### config.mk
export PLATFORM = sky130hd
export DESIGN_NAME = spci_port
export DESIGN_NICKNAME = d
export VERILOG_FILES = /design/src/verilog/spci_pkg.sv /design/src/verilog/spci_port.sv
export SDC_FILE = /design/constraint.sdc
export NUM_CORES = 1
export LEC_CHECK = 0
export BUFFER_PORTS_ARGS = -buffer_cell sky130_fd_sc_hd__buf_4
export CAP_MARGIN = 30
export CORE_ASPECT_RATIO = 0.7
export CORE_MARGIN = 2
export CORE_UTILIZATION = 45
export DETAILED_ROUTE_END_ITERATION = 8
export GPL_TIMING_DRIVEN = 0
export PLACE_DENSITY_LB_ADDON = 0.3
export RECOVER_POWER = 50
export SLEW_MARGIN = 5
export SYNTH_ARGS = -nofsm -noshare
export SYNTH_HDL_FRONTEND = slang
export SYNTH_SLANG_ARGS = --single-unit
### constraint.sdc
create_clock -name CLOCK_I -period 1.3 [get_ports CLOCK_I]
set_input_delay 0.195 -clock CLOCK_I [delete_from_list [all_inputs] [get_ports CLOCK_I]]
set_output_delay 0.195 -clock CLOCK_I [all_outputs]
set_load 0.05 [all_outputs]
### src/verilog/spci_pkg.sv
// Shared constants for the slave port command interface
package spci_pkg;
    // Master-visible register selects
    localparam logic [1:0] SPCI_SEL_CMD    = 2'h0;
    localparam logic [1:0] SPCI_SEL_CHAN   = 2'h1;
    localparam logic [1:0] SPCI_SEL_DATA   = 2'h2;
    localparam logic [1:0] SPCI_SEL_STATUS = 2'h3;
    // Internal register locations
    localparam logic [7:0] SPCI_LOC_CMD    = 8'h20;
    localparam logic [7:0] SPCI_LOC_CHAN   = 8'h21;
    localparam logic [7:0] SPCI_LOC_DATA   = 8'h22;
    localparam logic [7:0] SPCI_LOC_STATUS = 8'h23;
    // Status bit positions
    localparam int SPCI_ST_CMD  = 0;
    localparam int SPCI_ST_CHAN = 1;
    localparam int SPCI_ST_DATA = 2;
    localparam int SPCI_ST_RESP = 3;
    // Reset value and value read at the unused address
    localparam logic [7:0] SPCI_BYTE_RST = 8'h00;
    localparam logic [7:0] SPCI_UNUSED_RD = 8'h00;
endpackage

### src/verilog/spci_port.sv
// Slave port command interface: master-side parallel port and slave-side access
`timescale 1ns/1ps
// Operation
// Master starts all; one response per command
// Master loads channel and data before command
// Slave writes response; attention goes low
// Master reads results, then writes status
// Four addresses map to locations 0x20-0x23
// Addresses 0-2 split read and write registers
// Address 0: command in, response out
// Address 1 write sets channel; read undefined
// Address 2: data in, returned data out
// Address 3 read returns update status bits
// Response write sets status bit 3
// Any status write clears bit 3
// Attention held until master status write
// Master reads response before next command
// Access only while select is low
// Write strobe writes, read strobe reads
// Two select lines decode four addresses
// Full channel byte reaches slave logic
// Command write raises event and poll flag
// Master polls bit 3 or uses attention
// Data bus driven only in selected read
// Slave flags set on write, clear on read
module spci_port
    import spci_pkg::*;
(
    input  wire logic       CLOCK_I,
    input  wire logic       RST_I,
    // Master side
    input  wire logic       SELECT_N_I,
    input  wire logic       WRITE_STROBE_N_I,
    input  wire logic       READ_STROBE_N_I,
    input  wire logic       REG_SEL_LO_I,
    input  wire logic       REG_SEL_HI_I,
    input  wire logic [7:0] DATA_I,
    output logic      [7:0] DATA_O,
    output logic            DATA_OE_N_O,
    output logic            ATTENTION_OUT_N_O,
    // Slave side
    input  wire logic       SLV_RD_I,
    input  wire logic [7:0] SLV_ADDR_I,
    output logic      [7:0] SLV_RDATA_O,
    input  wire logic       SLV_WR_I,
    input  wire logic [7:0] SLV_WDATA_I,
    output logic            CMD_EVENT_O,
    output logic            CMD_PENDING_O,
    output logic            CHAN_PENDING_O,
    output logic            DATA_PENDING_O
);

    // ----------------------------------------------------------------
    // Master access decode
    // ----------------------------------------------------------------
    logic [1:0] sel;
    logic       m_wr_lvl;
    logic       m_rd_lvl;
    logic       m_wr_prev_r;
    logic       m_wr;
    logic       m_rd;

    // Select lines form the address; strobes count only while selected
    assign sel      = {REG_SEL_HI_I, REG_SEL_LO_I};
    assign m_wr_lvl = !SELECT_N_I && !WRITE_STROBE_N_I;
    assign m_rd_lvl = !SELECT_N_I && !READ_STROBE_N_I;
    // A long strobe must store once, so act on its leading edge
    assign m_wr     = m_wr_lvl && !m_wr_prev_r;
    assign m_rd     = m_rd_lvl;

    // Strobe history for edge detection
    always_ff @(posedge CLOCK_I) begin
        if (RST_I) begin
            m_wr_prev_r <= 1'b0;
        end else begin
            m_wr_prev_r <= m_wr_lvl;
        end
    end

    // ----------------------------------------------------------------
    // Registers written by the master
    // ----------------------------------------------------------------
    logic [7:0] cmd_r;
    logic [7:0] chan_r;
    logic [7:0] din_r;

    // Write-side copies of addresses 0..2
    always_ff @(posedge CLOCK_I) begin
        if (RST_I) begin
            cmd_r  <= SPCI_BYTE_RST;
            chan_r <= SPCI_BYTE_RST;
            din_r  <= SPCI_BYTE_RST;
        end else if (m_wr) begin
            if (sel == SPCI_SEL_CMD) begin
                cmd_r <= DATA_I;
            end
            if (sel == SPCI_SEL_CHAN) begin
                chan_r <= DATA_I;
            end
            if (sel == SPCI_SEL_DATA) begin
                din_r <= DATA_I;
            end
        end
    end

    // ----------------------------------------------------------------
    // Registers written by the slave
    // ----------------------------------------------------------------
    logic [7:0] resp_r;
    logic [7:0] dout_r;
    logic       s_wr_resp;
    logic       s_wr_data;

    assign s_wr_resp = SLV_WR_I && (SLV_ADDR_I == SPCI_LOC_CMD);
    assign s_wr_data = SLV_WR_I && (SLV_ADDR_I == SPCI_LOC_DATA);

    // Read-side copies, kept apart from the master's writes
    always_ff @(posedge CLOCK_I) begin
        if (RST_I) begin
            resp_r <= SPCI_BYTE_RST;
            dout_r <= SPCI_BYTE_RST;
        end else begin
            if (s_wr_resp) begin
                resp_r <= SLV_WDATA_I;
            end
            if (s_wr_data) begin
                dout_r <= SLV_WDATA_I;
            end
        end
    end

    // ----------------------------------------------------------------
    // Status flags
    // ----------------------------------------------------------------
    logic [3:0] flag_r;
    logic [3:0] flag_set;
    logic [3:0] flag_clr;
    logic       s_rd_cmd;
    logic       s_rd_chan;
    logic       s_rd_data;

    assign s_rd_cmd  = SLV_RD_I && (SLV_ADDR_I == SPCI_LOC_CMD);
    assign s_rd_chan = SLV_RD_I && (SLV_ADDR_I == SPCI_LOC_CHAN);
    assign s_rd_data = SLV_RD_I && (SLV_ADDR_I == SPCI_LOC_DATA);

    assign flag_set[SPCI_ST_CMD]  = m_wr && (sel == SPCI_SEL_CMD);
    assign flag_set[SPCI_ST_CHAN] = m_wr && (sel == SPCI_SEL_CHAN);
    assign flag_set[SPCI_ST_DATA] = m_wr && (sel == SPCI_SEL_DATA);
    assign flag_set[SPCI_ST_RESP] = s_wr_resp;
    assign flag_clr[SPCI_ST_CMD]  = s_rd_cmd;
    assign flag_clr[SPCI_ST_CHAN] = s_rd_chan;
    assign flag_clr[SPCI_ST_DATA] = s_rd_data;
    assign flag_clr[SPCI_ST_RESP] = m_wr && (sel == SPCI_SEL_STATUS);

    // Set wins over clear so no event is lost in a collision
    always_ff @(posedge CLOCK_I) begin
        if (RST_I) begin
            flag_r <= 4'h0;
        end else begin
            flag_r <= flag_set | (flag_r & ~flag_clr);
        end
    end

    // Command event pulse for interrupt-driven slave logic
    always_ff @(posedge CLOCK_I) begin
        if (RST_I) begin
            CMD_EVENT_O <= 1'b0;
        end else begin
            CMD_EVENT_O <= flag_set[SPCI_ST_CMD];
        end
    end

    assign CMD_PENDING_O     = flag_r[SPCI_ST_CMD];
    assign CHAN_PENDING_O    = flag_r[SPCI_ST_CHAN];
    assign DATA_PENDING_O    = flag_r[SPCI_ST_DATA];
    // Attention follows the response flag, low while set
    assign ATTENTION_OUT_N_O = !flag_r[SPCI_ST_RESP];

    // ----------------------------------------------------------------
    // Read paths
    // ----------------------------------------------------------------
    logic [7:0] m_rdata;
    logic [7:0] s_rdata;

    // Master read mux
    always_comb begin
        case (sel)
            SPCI_SEL_CMD:    m_rdata = resp_r;
            SPCI_SEL_CHAN:   m_rdata = SPCI_UNUSED_RD;
            SPCI_SEL_DATA:   m_rdata = dout_r;
            SPCI_SEL_STATUS: m_rdata = {4'h0, flag_r};
            default:         m_rdata = SPCI_UNUSED_RD;
        endcase
    end

    // Slave read mux, seeing the master's written bytes
    always_comb begin
        case (SLV_ADDR_I)
            SPCI_LOC_CMD:    s_rdata = cmd_r;
            SPCI_LOC_CHAN:   s_rdata = chan_r;
            SPCI_LOC_DATA:   s_rdata = din_r;
            SPCI_LOC_STATUS: s_rdata = {4'h0, flag_r};
            default:         s_rdata = SPCI_BYTE_RST;
        endcase
    end

    // Registered data outputs; bus enable tracks the selected read
    always_ff @(posedge CLOCK_I) begin
        if (RST_I) begin
            DATA_O      <= SPCI_BYTE_RST;
            SLV_RDATA_O <= SPCI_BYTE_RST;
        end else begin
            DATA_O      <= m_rdata;
            SLV_RDATA_O <= s_rdata;
        end
    end

    // Driven only during a selected read; released otherwise
    assign DATA_OE_N_O = !m_rd;

    // ----------------------------------------------------------------
    // Checks
    // ----------------------------------------------------------------
    a_resp_sets_flag: assert property (@(posedge CLOCK_I) disable iff (RST_I)
        s_wr_resp |=> flag_r[SPCI_ST_RESP])
        else $error("Response write did not set status bit 3");

    a_status_clears: assert property (@(posedge CLOCK_I) disable iff (RST_I)
        (flag_clr[SPCI_ST_RESP] && !s_wr_resp) |=> !flag_r[SPCI_ST_RESP])
        else $error("Status write did not clear bit 3");

    a_attn_holds: assert property (@(posedge CLOCK_I) disable iff (RST_I)
        (!ATTENTION_OUT_N_O && !flag_clr[SPCI_ST_RESP]) |=> !ATTENTION_OUT_N_O)
        else $error("Attention released without status write");

    a_attn_rises: assert property (@(posedge CLOCK_I) disable iff (RST_I)
        $fell(ATTENTION_OUT_N_O) |-> $past(s_wr_resp))
        else $error("Attention asserted without response write");

    a_bus_release: assert property (@(posedge CLOCK_I) disable iff (RST_I)
        (SELECT_N_I || READ_STROBE_N_I) |-> DATA_OE_N_O)
        else $error("Data bus driven outside a selected read");

    a_cmd_store: assert property (@(posedge CLOCK_I) disable iff (RST_I)
        flag_set[SPCI_ST_CMD] |=> (cmd_r == $past(DATA_I)) && CMD_EVENT_O)
        else $error("Command byte not stored or event missing");

    a_chan_store: assert property (@(posedge CLOCK_I) disable iff (RST_I)
        flag_set[SPCI_ST_CHAN] |=> chan_r == $past(DATA_I))
        else $error("Channel byte not stored");

    a_no_unselected: assert property (@(posedge CLOCK_I) disable iff (RST_I)
        SELECT_N_I |=> $stable(cmd_r) && $stable(chan_r) && $stable(din_r))
        else $error("Write taken while not selected");

    a_status_read: assert property (@(posedge CLOCK_I) disable iff (RST_I)
        (m_rd && sel == SPCI_SEL_STATUS) |=> DATA_O == {4'h0, $past(flag_r)})
        else $error("Status read value wrong");

    a_flag_clear: assert property (@(posedge CLOCK_I) disable iff (RST_I)
        (s_rd_chan && !flag_set[SPCI_ST_CHAN]) |=> !CHAN_PENDING_O)
        else $error("Channel flag not cleared by slave read");

    // Slave-written bytes must land in the read-side copies
    a_resp_store: assert property (@(posedge CLOCK_I) disable iff (RST_I)
        s_wr_resp |=> resp_r == $past(SLV_WDATA_I))
        else $error("Response byte not stored");

    a_dout_store: assert property (@(posedge CLOCK_I) disable iff (RST_I)
        s_wr_data |=> dout_r == $past(SLV_WDATA_I))
        else $error("Returned data byte not stored");

    a_data_store: assert property (@(posedge CLOCK_I) disable iff (RST_I)
        flag_set[SPCI_ST_DATA] |=> din_r == $past(DATA_I))
        else $error("Master data byte not stored");

    // A held strobe must not store a second time
    a_long_strobe: assert property (@(posedge CLOCK_I) disable iff (RST_I)
        (m_wr_lvl && m_wr_prev_r) |=> $stable(cmd_r) && $stable(chan_r) && $stable(din_r))
        else $error("Held write strobe stored twice");

    // One event per command, and the poll flag never rises alone
    a_event_once: assert property (@(posedge CLOCK_I) disable iff (RST_I)
        CMD_EVENT_O |=> !CMD_EVENT_O)
        else $error("Command event longer than one cycle");

    a_event_cause: assert property (@(posedge CLOCK_I) disable iff (RST_I)
        $rose(CMD_PENDING_O) |-> CMD_EVENT_O)
        else $error("Poll flag rose without command event");

    // Master reads see the slave-side copies, not the written bytes
    a_resp_read: assert property (@(posedge CLOCK_I) disable iff (RST_I)
        (m_rd && sel == SPCI_SEL_CMD) |=> DATA_O == $past(resp_r))
        else $error("Response read value wrong");

    a_unused_read: assert property (@(posedge CLOCK_I) disable iff (RST_I)
        (m_rd && sel == SPCI_SEL_CHAN) |=> DATA_O == SPCI_UNUSED_RD)
        else $error("Unused address read not zero");

    a_bus_drive: assert property (@(posedge CLOCK_I) disable iff (RST_I)
        (!SELECT_N_I && !READ_STROBE_N_I) |-> !DATA_OE_N_O)
        else $error("Data bus not driven in selected read");

    a_slave_chan_read: assert property (@(posedge CLOCK_I) disable iff (RST_I)
        s_rd_chan |=> SLV_RDATA_O == $past(chan_r))
        else $error("Slave channel read value wrong");

    a_data_flag: assert property (@(posedge CLOCK_I) disable iff (RST_I)
        flag_set[SPCI_ST_DATA] |=> DATA_PENDING_O)
        else $error("Data flag not set by master write");

endmodule

==> flow_metrics.env <==
export IMPL_antenna_found_initial=0
export IMPL_crit_path_start_kind="register"
export IMPL_overflow=0
export IMPL_syn_inst=240
export IMPL_met1_length_um=2560
export IMPL_cts_buffer_depth=2
export IMPL_synth_edf_count=0
export IMPL_synth_top_area_share=0.515
export IMPL_status="completed"
export IMPL_fillers=473
export IMPL_core_area_mm2=0.00520
export IMPL_cts_tree="built"
export IMPL_ys_seq_area_frac=0.515
export IMPL_async_flop_share=0
export IMPL_grt_pass1_wl_um=8800
export IMPL_clk_pin_slew_ns=0.07
export IMPL_drt_iter0_drc=144
export IMPL_routed_via_density=4.95
export IMPL_drt_first_pass_iters=4
export IMPL_ir_drop_mv=0.754
export IMPL_synth_cell_types=26
export IMPL_rsz0062_at_grt="true"
export IMPL_fin_skew_ns=0.00678
export IMPL_area_growth_pct=29.2
export IMPL_regArea_mm2=0.00124
export IMPL_io_pins=55
export IMPL_final_core_util=0.598
export IMPL_critPathRequiredTime_ns=1.50
export IMPL_cts_hold_buf=0
export IMPL_slew_viol_final=0
export IMPL_initial_utilization=0.463
export IMPL_wl_met3_um=342
export IMPL_r2r_start="m_wr_prev_r"
export IMPL_ant_nets=0
export IMPL_highest_layer="met4"
export IMPL_num_vias=1891
export IMPL_hold_path_end="m_wr_prev_r"
export IMPL_design_area_mm2=0.00311
export IMPL_p_leak_nw=1.40
export IMPL_place_area_mm2=0.00290
export IMPL_relSlewSlack=0.625
export IMPL_critPathArrivalTime_ns=1.45
export IMPL_yosysMostFrequentCell="dfxtp_1"
export IMPL_crit_chain="nor3_4 > nand3b_1 > buf_6 > mux2i_1 > nor2_1"
export IMPL_crit_family="simple AND/OR/NAND/NOR gates"
export IMPL_fin_crit_sh=0.958
export IMPL_max_cap_violations=0
export IMPL_hold_viol_final=0
export IMPL_finalSetupViolCount=0
export IMPL_critPathMaxStageDelay_ns=0.33
export IMPL_period_needed_ns=1.25
export IMPL_grtUsageTotal=0.194
export IMPL_fmaxAchievable_mhz=803
export IMPL_fin_ws_ns=0.0543
export IMPL_min_path_type="primary input to register"
export IMPL_clock_sinks=62
export IMPL_clkLatencyLatePin_ns=0.34
export IMPL_synth_warnings=0
export IMPL_hpwlAfterDp_um=3870
export IMPL_cts_buffers=9
export IMPL_slowest_stage="dfxtp_2"
export IMPL_syn_cell_area_mm2=0.00241
export IMPL_holdPathStages=2
export IMPL_worstHoldStart="WRITE_STROBE_N_I"
export IMPL_dieArea_mm2=0.00596
export IMPL_diodes=0
export IMPL_multi_input_comb_area_mm2=0.00110
export IMPL_synth_common_cells="62 x dfxtp_1, 48 x nor2_1, 40 x mux2i_1, 20 x nand2_1, 15 x a21oi_1"
export IMPL_r2r_slack_ns=0.05
export IMPL_syn_avg_cell_area_um2=10.0
export IMPL_synth_area_leaders="dfxtp_1 52%, mux2i_1 17%, nor2_1 7.5%, mux4_2 3.7%, a21oi_1 3.1%"
export IMPL_routed_wl_um=5410
export IMPL_tightest_slew_ns=0.562
export IMPL_drc=0
export IMPL_final_layout_size_suffix_gt1_frac=0.294
export IMPL_fp_dieH_um=65.2
export IMPL_nets=338
export IMPL_end_kind="register"
export IMPL_die_w_um=91.4
export IMPL_clockRootBuffer="clkbuf_8"
export IMPL_dp_cells=365
export IMPL_cts_htree_levels=3
export IMPL_wl_met2_um=2440
export IMPL_synth_nets=273
export IMPL_pre_cts_slack_ns=-0.173
export IMPL_rr_endpoint="chan_r[6]"
export IMPL_cp_max_fo=9
export IMPL_ys_seq_elements=62
export IMPL_synth_main_ff_cell="dfxtp_1"
export IMPL_routedWlPerCell_um=14.2
export IMPL_fin_cells=382
export IMPL_grt_max_degree=11
export IMPL_cp_num_buf_inv=1
export IMPL_port_buffer_count=53
export IMPL_rr_worst_depth=5
export IMPL_power_mw=4.04
export IMPL_grt_pass1_vias=1853
export IMPL_rows=22
export IMPL_gp_congestion=0.783
export IMPL_crit_type="register to register"
export IMPL_yosys_area_top_type="dfxtp_1"
export IMPL_power_density_mw_per_mm2=1300
-- cell families after synthesis --
| family | count (synthesis) | synth area share |
|---|---|---|
| and+or+nand+nor | 93 | 0.181 |
| muxes | 48 | 0.222 |
| AOI/OAI and AO/OA | 20 | 0.0473 |
| buffers and inverters | 17 | 0.0338 |
| DFF | 62 | 0.515 |
-- how the worst max path moves through the flow --
stage,startpoint,end,depth (start not counted)
CTS,m_wr_prev_r,flag_r[0],5
finish,m_wr_prev_r,chan_r[6],5
global route,m_wr_prev_r,chan_r[6],5
detailed placement,SLV_ADDR_I[0],dout_r[1],6
floorplan,flag_r[0],SLV_RDATA_O[0],2
global placement,SLV_ADDR_I[3],dout_r[6],6
-- layout by cell type (no fill, tap or decap), drive strengths merged, types with 4 or more instances in the layout --
cell,synthesis,routed
nor2,48,48
nand2,20,20
nor3,7,7
buf,10,48
clkbuf,5,33
a21oi,15,15
mux4,4,4
mux2,4,4
dfxtp,62,62
a22oi,4,4
mux2i,40,40
nor2b,5,5
nand3b,4,4
-- area by class of cell --
cell class / instances / share of cell area
multi-input combinational: 161 / 0.353
clock buffer: 12 / 0.0466
buffer: 15 / 0.0297
inverter: 2 / 0.00241
clock inverter: 4 / 0.0225
sequential: 62 / 0.399
timing repair buffer: 54 / 0.118
tap: 72 / 0.0289
-- registers in the layout, summed over array words and instances (netlist names) --
signal,count
flag_r,4
resp_r,8
din_r,8
DATA_O,8
m_wr_prev_r,1
chan_r,8
SLV_RDATA_O,8
CMD_EVENT_O,1
cmd_r,8
dout_r,8
-- metal layers --
layer,track usage,vias to the layer above
met5,0,-
li1,-,948
met2,0.313,52
met4,0.0625,0
met3,0.0722,9
met1,0.242,882
-- stage by stage --
stage               hold WS (ns)  setup TNS, ns
global placement           0.375          -3.01
CTS                      0.00695              0
detailed placement         0.382          -3.78
floorplan                  0.272              0
finish                    0.0364              0
global route              0.0314        -0.0777
-- report_power, final --
group          total [mW]  switching (mW)  internal, mW
clock                1.82           0.692          1.13
combinational       0.293           0.161         0.132
sequential           1.93          0.0128          1.92
-- what timing repair did --
| item | 4_1_cts | 5_1_grt |
|---|---|---|
| setup buffers | 0 | 1 |
| resized for setup | 0 | 13 |
| endpoints found under the setup margin | 0 | 26 |
No activity file was read; power rests on OpenSTA's default activity.
